==> src/verilog/led_sink_params.svh <==
`ifndef LED_SINK_PARAMS_SVH
`define LED_SINK_PARAMS_SVH

`define NUM_CH 16
`define TRIM_W 7
`define TRIM_BITS 112
`define SETTLE_W 8

`define CLK_PERIOD_PS 4000
`define LOD_SAMPLE_NS 1000
`define LOD_SAMPLE_CYC ((`LOD_SAMPLE_NS * 1000 + `CLK_PERIOD_PS - 1) / `CLK_PERIOD_PS)

`define ADDR_W 12
`define ADDR_INT_STATUS 12'h000
`define ADDR_INT_MASK 12'h004
`define ADDR_ONOFF 12'h008
`define ADDR_FLAGS 12'h00C

`define INT_W 3
`define INT_LOD_BIT 0
`define INT_OT_BIT 1
`define INT_LATCH_BIT 2
`define INT_MASK_RST 3'h0
`define FLAGS_OT_BIT 16

`endif

==> src/verilog/led_sink_pkg.sv <==
`include "led_sink_params.svh"

package led_sink_pkg;

    typedef struct packed {
        logic [2:0] sclk_s;
        logic [2:0] latch_strobe_s;
        logic [1:0] sin_s;
        logic [1:0] mode_s;
        logic [1:0] blank_s;
        logic [2:0] ot_s;
        logic [1:0][`NUM_CH-1:0] vlow_s;
        logic [`NUM_CH-1:0] on_chain;
        logic [`TRIM_BITS-1:0] trim_chain;
        logic [`NUM_CH-1:0] on_hold;
        logic [`TRIM_BITS-1:0] trim_hold;
        logic [`NUM_CH-1:0] sink_on;
        logic [`NUM_CH-1:0][`SETTLE_W-1:0] settle;
        logic [`NUM_CH-1:0] open_led_flag;
        logic [`INT_W-1:0] int_status;
        logic [`INT_W-1:0] int_mask;
        logic irq;
        logic serial_out;
        logic fault_oe_n;
        logic fault_drv;
        logic pready;
        logic pslverr;
        logic [31:0] prdata;
    } state_t;

endpackage : led_sink_pkg

==> src/verilog/led_sink_serial_control.sv <==
// Contract
// [RULE1] Force-off input high turns every sink output off.
// [RULE2] Force-off low: each output follows its latched on/off bit.
// [RULE3] Mode low routes serial port to on/off chain, high to trim chain.
// [RULE4] Each shift clock rise shifts the selected chain one bit from serial in. On/off chain takes open-LED status instead while latch strobe high.
// [RULE5] Latch strobe rise copies selected chain to its latches; other unchanged.
// [RULE6] Open-drain fault pin pulled low while open-LED or overtemp flag active.
// [RULE7] Sixteen channels, each with own on/off state and trim value.
// [RULE8] Trim value is seven bits, 128 current steps.
// [RULE9] Open-LED flag for broken LED, overtemp flag for hot die.
// [RULE10] Error status also readable through serial out.
// [RULE11] Controller shifts, latches, then enables outputs.
// [RULE12] Controller clocks 16 on/off bits or 112 trim bits.
// [RULE13] Controller keeps latch strobe low while shifting.
// [RULE14] On/off latch strobe loads open-LED status into on/off chain.
// [RULE15] Open LED flagged only if on and output low at sample time.
// [RULE16] Latched one turns output on, zero turns it off.
// [RULE17] Controller holds force-off high until both chains latched.
`timescale 1ns/1ps
`include "led_sink_params.svh"

module led_sink_serial_control
    import led_sink_pkg::*;
(
    input wire logic REF_CLK_I, // 250 MHz clock
    input wire logic RST_B_I, // sync reset, low
    input wire logic SCLK_I, // shift clock pin
    input wire logic SERIAL_IN_I, // serial data pin
    input wire logic LATCH_STROBE_I, // latch strobe pin
    input wire logic MODE_I, // chain select pin
    input wire logic FORCE_OFF_I, // force-all-off pin
    input wire logic [`NUM_CH-1:0] OUT_LOW_I, // output below threshold
    input wire logic OVERTEMP_I, // die overheat sense
    input wire logic PSEL_I, // APB select
    input wire logic PENABLE_I, // APB enable
    input wire logic PWRITE_I, // APB write
    input wire logic [`ADDR_W-1:0] PADDR_I, // APB address
    input wire logic [31:0] PWDATA_I, // APB write data
    output logic [31:0] PRDATA_O, // APB read data
    output logic PREADY_O, // APB ready
    output logic PSLVERR_O, // APB error
    output logic SERIAL_OUT_O, // serial data out
    output logic [`NUM_CH-1:0] SINK_OUTPUT_O, // sink on per channel
    output logic [`TRIM_BITS-1:0] TRIM_O, // 7-bit trim per channel
    output logic FAULT_OUT_N_O, // fault pin drive level
    output logic FAULT_OE_N_O, // fault pin enable, low
    output logic IRQ_O // interrupt level
);

    localparam logic [`SETTLE_W-1:0] LOD_CYC =
        `SETTLE_W'(`LOD_SAMPLE_CYC);

    state_t st_r;
    state_t st_nxt;

    logic sclk_rise;
    logic latch_strobe_rise;
    logic latch_strobe_hi;
    logic mode;
    logic apb_setup;
    logic apb_wr;
    logic [`INT_W-1:0] events;

    // Edges taken from the second and third stages only
    assign sclk_rise = st_r.sclk_s[1] & ~st_r.sclk_s[2];
    assign latch_strobe_rise = st_r.latch_strobe_s[1] & ~st_r.latch_strobe_s[2];
    assign latch_strobe_hi = st_r.latch_strobe_s[1];
    assign mode = st_r.mode_s[1];
    assign apb_setup = PSEL_I & ~PENABLE_I;
    assign apb_wr = PSEL_I & PENABLE_I & st_r.pready & PWRITE_I;

    always_comb begin
        st_nxt = st_r;

        st_nxt.sclk_s = {st_r.sclk_s[1:0], SCLK_I};
        st_nxt.latch_strobe_s = {st_r.latch_strobe_s[1:0], LATCH_STROBE_I};
        st_nxt.sin_s = {st_r.sin_s[0], SERIAL_IN_I};
        st_nxt.mode_s = {st_r.mode_s[0], MODE_I};
        st_nxt.blank_s = {st_r.blank_s[0], FORCE_OFF_I};
        st_nxt.ot_s = {st_r.ot_s[1:0], OVERTEMP_I};
        st_nxt.vlow_s = {st_r.vlow_s[0], OUT_LOW_I};

        // Shift path picked by mode
        if (sclk_rise && !mode) begin
            st_nxt.on_chain = {st_r.on_chain[`NUM_CH-2:0], st_r.sin_s[1]}; // RULE3 RULE4
        end
        if (sclk_rise && mode) begin
            st_nxt.trim_chain = {st_r.trim_chain[`TRIM_BITS-2:0], st_r.sin_s[1]}; // RULE4 RULE8
        end

        // Commit only the chain that mode selects
        if (latch_strobe_rise && !mode) begin
            st_nxt.on_hold = st_r.on_chain; // RULE5 RULE7
        end
        if (latch_strobe_rise && mode) begin
            st_nxt.trim_hold = st_r.trim_chain; // RULE5 RULE8
        end

        // Status readback; holding latch took the old chain above
        if (latch_strobe_hi && !mode) begin
            st_nxt.on_chain = st_r.open_led_flag; // RULE14 RULE10
        end

        st_nxt.serial_out = mode ? st_r.trim_chain[`TRIM_BITS-1] :
            st_r.on_chain[`NUM_CH-1]; // RULE3 RULE10

        st_nxt.sink_on = st_r.blank_s[1] ? '0 : st_r.on_hold; // RULE1 RULE2 RULE16

        // Sample each output once, one settle time after turn-on
        for (int i = 0; i < `NUM_CH; i++) begin
            if (!st_r.sink_on[i]) begin
                st_nxt.settle[i] = '0;
                st_nxt.open_led_flag[i] = 1'b0;
            end else if (st_r.settle[i] != LOD_CYC) begin
                st_nxt.settle[i] = st_r.settle[i] + `SETTLE_W'(1);
                if (st_r.settle[i] == LOD_CYC - `SETTLE_W'(1)) begin
                    st_nxt.open_led_flag[i] = st_r.vlow_s[1][i]; // RULE15 RULE9
                end
            end
        end

        st_nxt.fault_oe_n = ~((|st_r.open_led_flag) | st_r.ot_s[1]); // RULE6 RULE9
        st_nxt.fault_drv = 1'b0;

        events = '0;
        events[`INT_LOD_BIT] = (|st_nxt.open_led_flag) & ~(|st_r.open_led_flag);
        events[`INT_OT_BIT] = st_r.ot_s[1] & ~st_r.ot_s[2];
        events[`INT_LATCH_BIT] = latch_strobe_rise;

        st_nxt.pready = 1'b0;
        st_nxt.pslverr = 1'b0;
        if (apb_setup) begin
            st_nxt.pready = 1'b1;
            st_nxt.prdata = '0;
            unique case (PADDR_I)
                `ADDR_INT_STATUS: begin
                    st_nxt.prdata[`INT_W-1:0] = st_r.int_status;
                end
                `ADDR_INT_MASK: begin
                    st_nxt.prdata[`INT_W-1:0] = st_r.int_mask;
                end
                `ADDR_ONOFF: begin
                    st_nxt.prdata[`NUM_CH-1:0] = st_r.on_hold;
                end
                `ADDR_FLAGS: begin
                    st_nxt.prdata[`NUM_CH-1:0] = st_r.open_led_flag;
                    st_nxt.prdata[`FLAGS_OT_BIT] = st_r.ot_s[1];
                end
                default: begin
                    st_nxt.pslverr = 1'b1;
                end
            endcase
        end

        if (apb_wr && PADDR_I == `ADDR_INT_STATUS) begin
            st_nxt.int_status = st_r.int_status & ~PWDATA_I[`INT_W-1:0];
        end
        if (apb_wr && PADDR_I == `ADDR_INT_MASK) begin
            st_nxt.int_mask = PWDATA_I[`INT_W-1:0];
        end
        // New event beats a clear in the same cycle
        st_nxt.int_status = st_nxt.int_status | events;
        st_nxt.irq = |(st_nxt.int_status & st_nxt.int_mask);
    end

    always_ff @(posedge REF_CLK_I) begin
        if (!RST_B_I) begin
            st_r <= '0;
            st_r.fault_oe_n <= 1'b1;
            st_r.int_mask <= `INT_MASK_RST;
        end else begin
            st_r <= st_nxt;
        end
    end

    assign PRDATA_O = st_r.prdata;
    assign PREADY_O = st_r.pready;
    assign PSLVERR_O = st_r.pslverr;
    assign SERIAL_OUT_O = st_r.serial_out;
    assign SINK_OUTPUT_O = st_r.sink_on;
    assign TRIM_O = st_r.trim_hold;
    assign FAULT_OUT_N_O = st_r.fault_drv;
    assign FAULT_OE_N_O = st_r.fault_oe_n;
    assign IRQ_O = st_r.irq;

    // Open-LED checks on every channel, not only channel 0
    for (genvar ch = 0; ch < `NUM_CH; ch++) begin : g_lod_chk

    end
endmodule : led_sink_serial_control
==> config.mk <==
export PLATFORM = sky130hd
export DESIGN_NAME = led_sink_serial_control
export DESIGN_NICKNAME = d
export VERILOG_FILES = /design/src/verilog/led_sink_pkg.sv /design/src/verilog/led_sink_serial_control.sv
export VERILOG_INCLUDE_DIRS = /design/src /design/src/verilog
export SDC_FILE = /design/constraint.sdc
export NUM_CORES = 1
export LEC_CHECK = 0
export BUFFER_PORTS_ARGS = -buffer_cell sky130_fd_sc_hd__clkbuf_2
export CAP_MARGIN = 20
export CORE_MARGIN = 10
export CORE_UTILIZATION = 40
export DETAILED_ROUTE_END_ITERATION = 10
export GPL_ROUTABILITY_DRIVEN = 0
export PLACE_DENSITY = 0.72
export RECOVER_POWER = 100
export SYNTH_ARGS = -nofsm -noshare
export SYNTH_HDL_FRONTEND = slang
export SYNTH_SLANG_ARGS = --single-unit
==> constraint.sdc <==
create_clock -name REF_CLK_I -period 1.81 [get_ports REF_CLK_I]
set_clock_uncertainty 0.05 [all_clocks]
set_input_delay 0.181 -clock REF_CLK_I [delete_from_list [all_inputs] [get_ports REF_CLK_I]]
set_output_delay 0.181 -clock REF_CLK_I [all_outputs]
set_load 0.1 [all_outputs]
# [Yosys cells after proc, flatten, opt, wreduce, memory -nomap -nowiden]
# Cells that the tools add are included.
[word_totals] mem_bits_rw=0 rom_bits=0 memories=0 inputBits=71 elab_cells=200 register_bits=492 output_inout_bits=166 latch_bits=0
[op_classes] n_mux=58 n_mul=0 n_reduce_logical=32 n_div=0 n_addsub=16 shift=0 bitwise=20 n_eq_ne=35 order_cmp=0
[ops] cell="adder 8 x 1 -> 8 bit, second input constant" count=16
[ops] cell="== test 8 bit, second input constant" count=16
[ops] cell="inequality test 8 bit, second input constant" count=16
[ops] cell="two-way mux 1 bit" count=51
[ops] cell="two-way mux 34 bit" count=1
[ops] cell="AND reduction 2 bit" count=17
[ops] cell="two-way mux 16 bit" count=2
[ops] cell="OR reduction 16 bit" count=2
[ops] cell="case mux 13 bit (2 select lines)" count=1
[ops] cell="== test 12 x 4 -> 1 bit, second input constant" count=2
[ops] cell="== test 12 x 3 -> 1 bit, second input constant" count=1
[ops] cell="zero test 12 bit" count=1
[ops] cell="case mux 3 bit (4 select lines)" count=1
[ops] cell="AND 1 bit" count=8
[ops] cell="logical AND 1 bit" count=7
[ops] cell="NOT 1 bit" count=7
[ops] cell="AND 3 bit" count=2
[ops] cell="two-way mux 3 bit" count=2
[ops] cell="OR reduction 4 bit" count=1
[ops] cell="NOT 3 bit" count=1
[ops] cell="bitwise OR 3 bit" count=1
[ops] cell="OR reduction 3 bit" count=1
[ops] cell="nonzero test 2 bit" count=1
[ops] cell="OR reduction 2 bit" count=1
[ops] cell="2 further kinds" count=2

# [Logic depth before layout (Yosys ltp)]
# Gate-level depths: netlist (run 1).
[depth] word_depth=9 mapped_depth=8 ltp_nobuf=8

# [Worst setup path before layout (run 1)]
# Ideal clock, no wire load.
[synth_path] path_kind="reg2reg" start="register st_r, in the netlist PREADY_O" end="register st_r, in the netlist IRQ_O" path_slack_ns=-0.646 t_arrival_ns=2.333 setup_ns=0.073 t_required_ns=1.687 synth_period_minus_slack_ns=2.456 stages_incl_launch_ff=7 n_path_buf=0 path_cell_list="dfxtp_1 nand4_1 or2_2 or3_4 mux2i_1 or3_1 o211ai_2"
[synth_between] elab_chain_cells=7 elab_cells_between_ends=9 cone_classes="mux: 2; bitwise: 4; reduce/logical: 3"
[synth_lines] element="start: declaration" line="led_sink_serial_control.sv:53" text="state_t st_r;"
[synth_lines] element="start signal: assignment" line="led_sink_serial_control.sv:172" text="st_r <= st_nxt;"
[synth_lines] element="AND 1 bit (*) (2 in a row)" line="led_sink_serial_control.sv:70" text="assign apb_wr = PSEL_I & PENABLE_I & st_r.pready & PWRITE_I;"
[synth_lines] element="logical AND 1 bit (no line)"
[synth_lines] element="two-way mux 3 bit" line="led_sink_serial_control.sv:155" text="if (apb_wr && PADDR_I == `ADDR_INT_STATUS) begin"
[synth_lines] element="bitwise OR 3 bit" line="led_sink_serial_control.sv:162" text="st_nxt.int_status = st_nxt.int_status | events;"
[synth_lines] element="AND 3 bit (*)" line="led_sink_serial_control.sv:163" text="st_nxt.irq = |(st_nxt.int_status & st_nxt.int_mask);"
[synth_lines] element="OR reduction 3 bit (*)" line="led_sink_serial_control.sv:163"
# Every way passes the cells marked *; elsewhere a longest branch is shown, timed or not.
# A chain may end at the register's enable or synchronous reset.

# [Final worst setup path (run 1)]
# Same ends and word-level chain as after synthesis.

==> results.py, run 1 <==
metrics = {
    "global_routing": {
        "grt_antenna_before_repair": 6,
        "grt.total_usage": 0.157,
        "global_route.usage.met2": 0.271,
        "global_route_wire_length_before_repair_um": 77800,
        "gr-max-usage-layer": "met2",
        "grt_use_met3": 0.0443,
        "grt_pass1_vias": 15600,
        "grt_use_met1": 0.187,
        "gr-total-overflow": 0,
        "pin_count_of_the_biggest_net_entering_global_routing": 113,
    },
    "power": {
        "power_density_mw_per_mm2": 922,
        "switching_share": 0.228,
        "p_leak_nw": 8.88,
        "finalPower_w": 0.0220,
        "sequentialPowerShare": 0.499,
        "power.internal_w": 0.0170,
        "switchingPower_w": 0.00503,
        "share_clk_of_total_power": 0.461,
        "ir_worst_vdd_v": 0.000782,
        "share_comb_of_total_power": 0.040,
    },
    "logic_synthesis": {
        "synth.distinct_cells": 46,
        "yosysSeqAreaShare": 0.496,
        "synth_flop_cell": "sky130_fd_sc_hd__dfxtp_1",
        "ys_warn_count": 0,
        "netlist_instances": 2331,
        "synth-edff-count": 0,
        "syn_avg_cell_area_um2": 8.50,
        "postSynth.asyncResetShare": 0,
        "synth.cell_area_mm2": 0.0198,
        "yosys_register_bits": 491,
    },
    "clocking": {
        "clk_transition_reported_paths_ns": 0.06,
        "htreeDepth": 2,
        "clock_tree_from_tritoncts": "yes",
        "worstSkewPairLatency_ns": 0.61,
        "clk_path_buf_depth": 3,
        "cts_inserted_buffers": 51,
        "cts_root_buf": "sky130_fd_sc_hd__clkbuf_16",
        "clock-sinks": 491,
    },
    "route": {
        "detail_route.drc_violations": 0,
        "dr_total_vias": 15800,
        "post_drt_via_cell_ratio": 4.88,
        "first_pass_iters": 5,
        "dr.first_iter.drc_count": 1058,
        "ant_nets": 0,
        "route.final.wire_length_um": 48200,
        "wire_per_inst_um": 14.8,
    },
    "job": {
        "maxCapViolations": 0,
    },
    "timing": {
        "finalCritPeriodShare": 1.14,
        "maxSlewHeadroom": 0.427,
        "pins_over_their_slew_limit": 0,
        "hold_violations": 0,
        "final_critical_path_setup_slack_ns": -0.245,
        "clock.fmax_ghz": 0.487,
        "grt_setup_unrepaired": "yes",
        "finalSetupViolations": 3,
        "final_worst_path_period_need_ns": 2.05,
        "worst_slew_pin_slew_ns": 0.859,
    },
    "floorplanning": {
        "count_of_standard_cell_rows": 81,
        "initial_core_utilization": 0.405,
        "coreArea_mm2": 0.0490,
        "die_h_um": 243,
        "ios": 237,
        "design.die.area_mm2": 0.0588,
        "die_w_um": 243,
    },
    "setup_path": {
        "largest_fanout_of_any_net_on_the_critical_path": 3,
        "critPathArrivalTime_ns": 2.53,
        "endpoint_type_of_the_worst_setup_path": "flop",
        "cp_data_required_time_ns": 2.28,
        "timing_worst_setup_path_type": "reg -> reg",
        "startpoint_type": "flop",
    },
    "place": {
        "io_buf_count": 191,
        "hpwl_um": 33800,
        "placed_cells": 3126,
    },
    "layout": {
        "final_nets": 2666,
        "commonest_non_fill_non_tap_cell_in_the_layout": "sky130_fd_sc_hd__nand2_1",
        "post_route_cells_drive_above_1_share": 0.209,
        "area_delta_synth_final_pct": 20.5,
        "most_frequent_cells_in_the_layout": "sky130_fd_sc_hd__nand2_1, sky130_fd_sc_hd__dfxtp_1, sky130_fd_sc_hd__a21oi_1",
        "finish.cell_count_without_fillers": 3250,
    },
    "worst_hold_path": {
        "hp-class": "in -> reg",
    },
    "outcome": {
        "outcome": "finished with violations",
        "violated_checks": "setup timing",
    },
}
[sequential cells by signal, summed over array words and instances, names as in the netlist]
name and cells:
st_r 315, TRIM_O 112, st_nxt 24, PRDATA_O 17
SINK_OUTPUT_O 16, FAULT_OE_N_O 1, IRQ_O 1, PREADY_O 1
PSLVERR_O 1, SERIAL_OUT_O 1, latch_strobe_hi 1, mode 1
[critical path: stages (launching register included)]
cell and delay, ns:
sky130_fd_sc_hd__dfxtp_4 0.34, sky130_fd_sc_hd__nand4_1 0.24, sky130_fd_sc_hd__or2_4 0.34, sky130_fd_sc_hd__or3_4 0.38, sky130_fd_sc_hd__mux2i_2 0.18, sky130_fd_sc_hd__or3_1 0.32
sky130_fd_sc_hd__o211ai_2 0.13
[repair_timing]
item,in CTS,in global routing
endpoints found under the hold margin,29,0
buffers inserted,3,3
pin swaps,18,11
hold buffers,27,0
gates resized for setup,40,20
setup endpoints to repair,9,96
[metrics by stage]
stage | setup TNS, ns | utilization | instance area (um2) | worst slack [ns] | hold slack, ns
final | -0.475 | 0.488 | 23900 | -0.245 | 0.0614
after global placement | -0.981 | 0.444 | 21700 | -0.410 | 0.339
after detailed placement | -1.38 | 0.444 | 21700 | -0.426 | 0.342
after CTS | -0.388 | 0.486 | 23800 | -0.199 | 0.0236
after floorplan | -0.126 | - | 19900 | -0.126 | 0.258
after global routing | -3.02 | 0.488 | 23900 | -0.290 | 0.0727
[layout make-up]
class	count	area (um2)
timing repair buffer	417	2860
sequential	491	9840
clock inverter	13	138
fill	4472	25100
tap	664	831
clock buffer	76	1490
multi-input combinational	1548	8560
inverter	38	150
antenna	3	7.51
[synthesized netlist by cell type (13+ instances only)]
master	n	area (um2)
sky130_fd_sc_hd__buf_4	161	1210
sky130_fd_sc_hd__clkbuf_1	94	353
sky130_fd_sc_hd__a21oi_1	271	1360
sky130_fd_sc_hd__ha_1	48	601
sky130_fd_sc_hd__dfxtp_1	491	9830
sky130_fd_sc_hd__nor3_1	29	145
sky130_fd_sc_hd__nand3_1	67	335
sky130_fd_sc_hd__inv_1	38	143
sky130_fd_sc_hd__a211oi_1	19	143
sky130_fd_sc_hd__and2_1	83	519
sky130_fd_sc_hd__xnor2_1	35	307
sky130_fd_sc_hd__xor2_1	64	561
sky130_fd_sc_hd__or3_1	14	87.6
sky130_fd_sc_hd__o21ai_0	14	70.1
sky130_fd_sc_hd__nor2_1	166	623
sky130_fd_sc_hd__a221oi_1	13	114
sky130_fd_sc_hd__and3_1	18	113
sky130_fd_sc_hd__mux2i_1	35	350
sky130_fd_sc_hd__nand2_1	568	2130
sky130_fd_sc_hd__nand4b_1	15	131
[layer usage]
layer  vias to the layer above  wire length [um]
met5                         -                46
li1                       7880                 -
met4                         6              1080
met2                       372             23300
met3                        83              3380
met1                      7503             20400
[logic make-up after synthesis]
group	after synthesis	share of synthesized area
XOR/XNOR	99	0.0438
flip-flops	491	0.496
AO/OA/AOI/OAI	322	0.0875
other	1	0.000189
buffers and inverters	307	0.0890
multiplexers	39	0.0219
adder cells (fa/ha/maj)	48	0.0303
AND/OR/NAND/NOR	1024	0.231
[power groups by stage]
stage               logic [W]  clock network, W  registers (W)
floorplan            0.000645                 0         0.0112
global placement     0.000827                 0         0.0112
detailed placement   0.000837                 0         0.0112
CTS                  0.000891            0.0104         0.0110
global route         0.000944            0.0108         0.0110
finish               0.000887            0.0101         0.0110
[worst paths after layout]
kind                   to  cells after the start        start  slack, ns
max                 IRQ_O                      6     PREADY_O      -0.24
min          PRDATA_O[13]                      5    PENABLE_I       0.06
min reg2reg     st_r[485]                      1  st_nxt[485]       0.35
max reg2reg         IRQ_O                      6     PREADY_O      -0.24
Note: power is estimated with default switching activity, not from simulation.
==> run 2, diff against run 1 <==
--- a/config.mk
+++ b/config.mk
@@ -6,13 +6,14 @@
 export SDC_FILE = /design/constraint.sdc
 export NUM_CORES = 1
 export LEC_CHECK = 0
+export ABC_AREA = 1
 export BUFFER_PORTS_ARGS = -buffer_cell sky130_fd_sc_hd__clkbuf_2
 export CAP_MARGIN = 20
 export CORE_MARGIN = 10
 export CORE_UTILIZATION = 40
 export DETAILED_ROUTE_END_ITERATION = 10
 export GPL_ROUTABILITY_DRIVEN = 0
-export PLACE_DENSITY = 0.72
+export PLACE_DENSITY = 0.71
 export RECOVER_POWER = 100
 export SYNTH_ARGS = -nofsm -noshare
 export SYNTH_HDL_FRONTEND = slang
==> run 2 against run 1 <==
Compared with the run above:
- the run now ends clean
- critical path depth grew 8
- combinational power grew 32%
- power grew 4.7%
- sequential power is essentially flat
- cell count grew 8.3%
- core utilization shrank 1.9 points
- clock-buffer cell count grew 1
- via count grew 5.4%
- highest routed layer unchanged
==> results.py, run 2 <==
metrics = {
    "layout": {
        "largest_register_ff_count": 315,
        "max_flop_register": "st_r",
        "final_design_area_no_fill_mm2": 0.0240,
        "area_delta_synth_final_pct": 16.3,
        "post_route_cells_drive_above_1_share": 0.165,
        "commonest_non_fill_non_tap_cell_in_the_layout": "sky130_fd_sc_hd__dfxtp_1",
        "layout.filler_cells": 4954,
        "final_core_utilization": 0.469,
        "area.sequential_mm2": 0.00985,
        "multi_input_comb_area_mm2": 0.00794,
        "most_frequent_cells_in_the_layout": "sky130_fd_sc_hd__dfxtp_1, sky130_fd_sc_hd__nand2_1, sky130_fd_sc_hd__inv_1",
        "final_nets": 2917,
    },
    "outcome": {
        "outcome": "finished clean",
    },
    "power": {
        "power_density_mw_per_mm2": 961,
        "ir_worst_vdd_v": 0.000637,
        "p_leak_nw": 9.29,
        "finalPower_w": 0.0231,
    },
    "timing": {
        "maxSlewHeadroom": 0.567,
        "clock.fmax_ghz": 0.559,
        "final_critical_path_setup_slack_ns": 0.0213,
        "hold_violations": 0,
        "grt_setup_unrepaired": "yes",
        "worst_slew_pin_slew_ns": 0.650,
        "pins_over_their_slew_limit": 0,
        "setup_tns_ns": 0,
        "finalCritPeriodShare": 0.988,
        "finalSetupViolations": 0,
        "final_worst_path_period_need_ns": 1.79,
    },
    "global_routing": {
        "pin_count_of_the_biggest_net_entering_global_routing": 113,
        "grt.total_usage": 0.152,
        "grt_pass1_vias": 15500,
        "global_route_wire_length_before_repair_um": 77900,
        "grt_antenna_before_repair": 3,
        "gr-total-overflow": 0,
    },
    "route": {
        "first_pass_iters": 4,
        "dr_total_vias": 16700,
        "ant_nets": 0,
        "dr.first_iter.drc_count": 1063,
        "post_drt_via_cell_ratio": 4.74,
        "route.final.wire_length_um": 48500,
        "detail_route.drc_violations": 0,
        "wire_per_inst_um": 13.8,
    },
    "logic_synthesis": {
        "synth.distinct_cells": 38,
        "postSynth.asyncResetShare": 0,
        "synthMostInstantiatedCell": "sky130_fd_sc_hd__dfxtp_1",
        "syn_avg_cell_area_um2": 7.67,
        "synth.largest_area_cell": "sky130_fd_sc_hd__dfxtp_1",
        "synth_common_cells": "sky130_fd_sc_hd__dfxtp_1, sky130_fd_sc_hd__nand2_1, sky130_fd_sc_hd__inv_1",
        "yosys_register_bits": 491,
        "top_area_cell_type_share_of_the_netlist_area": 0.476,
        "synth.cell_area_mm2": 0.0206,
        "synth.area.top_cells": "sky130_fd_sc_hd__dfxtp_1, sky130_fd_sc_hd__nand2_1, sky130_fd_sc_hd__a21oi_1, sky130_fd_sc_hd__inv_1, sky130_fd_sc_hd__buf_4",
        "synth_flop_cell": "sky130_fd_sc_hd__dfxtp_1",
        "netlist_instances": 2692,
        "synth-edff-count": 0,
        "ys_warn_count": 0,
        "yosysSeqAreaShare": 0.476,
    },
    "setup_path": {
        "worst_path_cell_chain": "inv_1 -> ha_1 -> inv_1 -> nand2_1 -> nor2_1 -> nand3b_1 -> nand3_1 -> nand2_2 -> nor2_4 -> nand2_1 -> o21ai_2 -> nand2_1 -> nand2_1 -> nand2_1",
        "path_buf_inv": 2,
        "critPathArrivalTime_ns": 2.21,
        "startpoint_type": "flop",
        "cp_data_required_time_ns": 2.24,
        "critical_path.top_delay_family": "simple AND/OR/NAND/NOR gates",
        "timing_worst_setup_path_type": "reg -> reg",
        "endpoint_type_of_the_worst_setup_path": "flop",
        "crit_top_cell": "sky130_fd_sc_hd__nand2_1",
        "cp_startpoint": "st_r[68]",
        "worstReg2RegStart": "st_r[68]",
        "critical_path.max_stage_delay_ns": 0.32,
        "largest_fanout_of_any_net_on_the_critical_path": 2,
        "crit_path_top_delay_cell": "sky130_fd_sc_hd__dfxtp_1",
    },
    "clocking": {
        "cts_inserted_buffers": 52,
        "clk_transition_reported_paths_ns": 0.06,
        "clk_path_buf_depth": 3,
        "clock_tree_from_tritoncts": "yes",
        "cts_root_buf": "sky130_fd_sc_hd__clkbuf_16",
        "htreeDepth": 2,
        "worstSkewPairLatency_ns": 0.59,
        "clock-sinks": 491,
    },
    "place": {
        "placed_cell_area_mm2": 0.0217,
        "pre_cts_ws_ns": -0.143,
        "io_buf_count": 191,
        "hpwl_um": 32900,
    },
    "floorplanning": {
        "count_of_standard_cell_rows": 83,
        "ios": 237,
        "design.die.area_mm2": 0.0611,
        "die_w_um": 247,
        "coreArea_mm2": 0.0512,
        "die_h_um": 247,
        "initial_core_utilization": 0.403,
    },
    "worst_hold_path": {
        "hp-class": "in -> reg",
        "hold_path.startpoint": "PENABLE_I",
    },
    "job": {
        "maxCapViolations": 0,
    },
}
## run 2: layout make-up
cell class | instances | share of cell area
flip-flops and latches | 491 | 0.410
multi-input cells | 1555 | 0.331
repair buffers | 315 | 0.0903
clock buffers | 77 | 0.0644
inverters | 383 | 0.0600
well taps | 680 | 0.0354
clock inverters | 19 | 0.00865
diodes | 1 | 0.000104
## run 2: tightest hold or removal path, stage by stage
cell	delay (ns)
sky130_fd_sc_hd__clkbuf_2	0.10
sky130_fd_sc_hd__nor2_2	0.05
sky130_fd_sc_hd__buf_12	0.16
sky130_fd_sc_hd__o21ai_0	0.09
sky130_fd_sc_hd__a21oi_1	0.06
## run 2: timing repair
action,in CTS,in global routing
pin swaps,8,15
hold endpoints to repair,49,0
cloned,0,0
setup buffers,2,1
resized for setup,15,53
setup endpoints to repair,4,8
hold buffers,32,0
## run 2: routing by layer
metal | global-route usage | wire length, um | share of wire | vias up
met5 | 0 | 9 | 0.00019 | -
met4 | 0.0504 | 1230 | 0.025 | 2
met3 | 0.0292 | 2350 | 0.048 | 76
met2 | 0.253 | 22900 | 0.47 | 297
met1 | 0.195 | 22000 | 0.45 | 7644
li1 | - | - | - | 8673
## run 2: logic make-up (layout without fill, tap and decap cells)
family	after synthesis	in the layout	share of synthesized area
buffers and inverters	661	794	0.151
other	1	17	0.000182
AOI/OAI and AO/OA	562	562	0.143
adders and majority gates	48	48	0.0291
and+or+nand+nor	929	929	0.200
DFF	491	491	0.476
## run 2: worst paths after layout
| path | cells past startpoint | slack (ns) | endpoint |
|---|---|---|---|
| max | 14 | 0.02 | IRQ_O |
| min | 5 | 0.08 | PRDATA_O[2] |
| max reg2reg | 14 | 0.02 | IRQ_O |
| min reg2reg | 2 | 0.36 | mode |
## run 2: power by group
part,internal (W),switching [W]
Sequential,0.0110,0.0000972
Clock,0.00647,0.00436
Combinational,0.000299,0.000869
## run 2: stage by stage
step | hold WS [ns] | std cells
detailed placement | 0.316 | 3389
CTS | 0.0449 | 3519
global placement | 0.313 | 3389
finish | 0.0766 | 3521
floorplan | 0.229 | 2707
global route | 0.0795 | 3521
==> run 3, diff against run 2 <==
--- a/config.mk
+++ b/config.mk
@@ -10,10 +10,10 @@
 export BUFFER_PORTS_ARGS = -buffer_cell sky130_fd_sc_hd__clkbuf_2
 export CAP_MARGIN = 20
 export CORE_MARGIN = 10
-export CORE_UTILIZATION = 40
+export CORE_UTILIZATION = 45
 export DETAILED_ROUTE_END_ITERATION = 10
 export GPL_ROUTABILITY_DRIVEN = 0
-export PLACE_DENSITY = 0.71
+export PLACE_DENSITY = 0.78
 export RECOVER_POWER = 100
 export SYNTH_ARGS = -nofsm -noshare
 export SYNTH_HDL_FRONTEND = slang
==> run 3 against run 2 <==
Compared with the run above:
- maximum frequency is essentially flat
- clock-buffer cell count shrank 9
- sequential cell count is the same
- critical endpoint is now st_r[108]
- largest power group is now the clock network
==> results.py, run 3 (same netlist as run 2, synthesis figures left out) <==
metrics = {
    "setup_path": {
        "cp_data_required_time_ns": 2.24,
        "critPathArrivalTime_ns": 2.22,
        "crit_path_top_delay_cell": "sky130_fd_sc_hd__nor4_4",
        "r2r_end": "st_r[108]",
        "worst-r2r-setup-slack_ns": 0.02,
        "critical_path.top_delay_family": "buffers and inverters",
        "endpoint_type_of_the_worst_setup_path": "flop",
        "r2r.worst_path.cells": 10,
        "path_buf_inv": 6,
        "largest_fanout_of_any_net_on_the_critical_path": 4,
        "startpoint_type": "flop",
        "worst_path_cell_chain": "inv_2 -> ha_2 -> inv_2 -> buf_4 -> buf_4 -> buf_4 -> nor4_4 -> inv_2 -> o21ai_0 -> a21oi_1",
        "critical_path.max_stage_delay_ns": 0.35,
        "timing_worst_setup_path_type": "reg -> reg",
        "worstReg2RegStart": "st_r[108]",
    },
    "timing": {
        "finalSetupViolations": 0,
        "worst_slew_pin_slew_ns": 0.819,
        "pins_over_their_slew_limit": 0,
        "setup_tns_ns": 0,
        "hold_violations": 0,
        "final_worst_path_period_need_ns": 1.79,
        "finalCritPeriodShare": 0.988,
        "clock.fmax_ghz": 0.559,
        "maxSlewHeadroom": 0.454,
        "grt_setup_unrepaired": "yes",
        "holdWs_ns": 0.0957,
    },
    "clocking": {
        "clock_tree_from_tritoncts": "yes",
        "clock-sinks": 491,
        "cts_inserted_buffers": 51,
        "clk_transition_reported_paths_ns": 0.06,
        "cts_root_buf": "sky130_fd_sc_hd__clkbuf_16",
        "htreeDepth": 2,
        "clk_path_buf_depth": 3,
        "worstSkewPairLatency_ns": 0.59,
    },
    "global_routing": {
        "gr-total-overflow": 0,
        "global_route_wire_length_before_repair_um": 78100,
        "pin_count_of_the_biggest_net_entering_global_routing": 113,
        "grt_pass1_vias": 15900,
        "grt_antenna_before_repair": 2,
        "grt.total_usage": 0.170,
    },
    "worst_hold_path": {
        "timing.hold.worst_path_depth": 5,
        "hold_path.startpoint": "PENABLE_I",
        "hp-class": "in -> reg",
        "min_delay_worst_endpoint": "PRDATA_O[2]",
    },
    "place": {
        "io_buf_count": 191,
        "placed_cell_area_mm2": 0.0217,
        "placed_cells": 3315,
        "hpwl_um": 32100,
    },
    "route": {
        "dr_total_vias": 17100,
        "ant_nets": 0,
        "route.final.wire_length_um": 49600,
        "detail_route.drc_violations": 0,
        "wire_per_inst_um": 14.3,
        "post_drt_via_cell_ratio": 4.94,
        "dr.first_iter.drc_count": 1232,
        "first_pass_iters": 5,
    },
    "outcome": {
        "outcome": "finished clean",
    },
    "floorplanning": {
        "coreArea_mm2": 0.0454,
        "initial_core_utilization": 0.455,
        "die_w_um": 234,
        "count_of_standard_cell_rows": 78,
        "die_h_um": 234,
        "ios": 237,
        "design.die.area_mm2": 0.0548,
    },
    "layout": {
        "most_frequent_cells_in_the_layout": "sky130_fd_sc_hd__dfxtp_1, sky130_fd_sc_hd__nand2_1, sky130_fd_sc_hd__inv_1",
        "commonest_non_fill_non_tap_cell_in_the_layout": "sky130_fd_sc_hd__dfxtp_1",
        "final_design_area_no_fill_mm2": 0.0243,
        "final_core_utilization": 0.536,
        "finish.cell_count_without_fillers": 3458,
        "multi_input_comb_area_mm2": 0.00816,
        "post_route_cells_drive_above_1_share": 0.196,
        "num_antenna_cells": 0,
        "max_flop_register": "st_r",
        "area.sequential_mm2": 0.00986,
        "area_delta_synth_final_pct": 17.9,
        "largest_register_ff_count": 315,
        "final_nets": 2939,
        "layout.filler_cells": 4089,
    },
    "power": {
        "power_density_mw_per_mm2": 963,
        "ir_worst_vdd_v": 0.000742,
        "p_leak_nw": 9.44,
    },
    "job": {
        "maxCapViolations": 0,
    },
}
## run 3: cell types whose count changed in the layout (fill, tap and decap cells not counted), sizes merged
cell         previous run  this run
inv                   385       383
dlygate4sd3            32        29
clkbuf                270       263
buf                    90       114
bufinv                  4         8
clkinv                 11        13
diode                   1         0
## run 3: cell type report
type / count / share of cell area
clock buffers: 68 / 0.0605
clock inverters: 23 / 0.0139
flip-flops and latches: 491 / 0.405
inverters: 383 / 0.0594
well taps: 600 / 0.0308
multi-input cells: 1555 / 0.335
repair buffers: 338 / 0.0950
## run 3: repair_timing
item | in CTS | in global routing
pin swaps | 29 | 48
buffers inserted | 19 | 7
hold buffers | 29 | 0
endpoints found under the hold margin | 48 | 0
endpoints found under the setup margin | 5 | 7
resized for setup | 46 | 106
## run 3: worst register-to-register path, delay by kind of cell, from the launching register on
kind,cells,cell delay (ns)
compound gates,2,0.21
fa+ha+maj,1,0.17
buf+inv,6,0.58
simple gates,1,0.35
flops,1,0.33
## run 3: how the worst max path moves through the flow
stage              start   endpoint  depth (start not counted)
2_1_floorplan   st_r[92]      IRQ_O                         14
3_3_place_gp   st_r[140]      IRQ_O                         15
3_5_place_dp   st_r[140]      IRQ_O                         15
4_1_cts        st_r[148]      IRQ_O                         15
5_1_grt         st_r[93]      IRQ_O                         14
6_report       st_r[108]  st_r[108]                         10
## run 3: metrics by stage
| step | setup WS, ns | total power, W |
|---|---|---|
| after floorplan | 0.140 | 0.0121 |
| after global placement | -0.120 | 0.0124 |
| after detailed placement | -0.181 | 0.0124 |
| after CTS | -0.0141 | 0.0236 |
| after global routing | -0.0580 | 0.0242 |
| final | 0.0219 | 0.0234 |
## run 3: power by group
part           internal (W)  leakage (nW)  switching (W)  total, W
clock network       0.00685         0.890        0.00435    0.0112
registers            0.0110          3.98      0.0000990    0.0111
logic              0.000302          4.56       0.000868   0.00117
## run 3: per-layer routing
| metal | share of wire | vias up | GRT usage |
|---|---|---|---|
| li1 | - | 8724 | - |
| met1 | 0.44 | 7875 | 0.219 |
| met2 | 0.48 | 392 | 0.278 |
| met3 | 0.055 | 88 | 0.0357 |
| met4 | 0.026 | 4 | 0.0607 |
| met5 | 0.00052 | - | 0 |
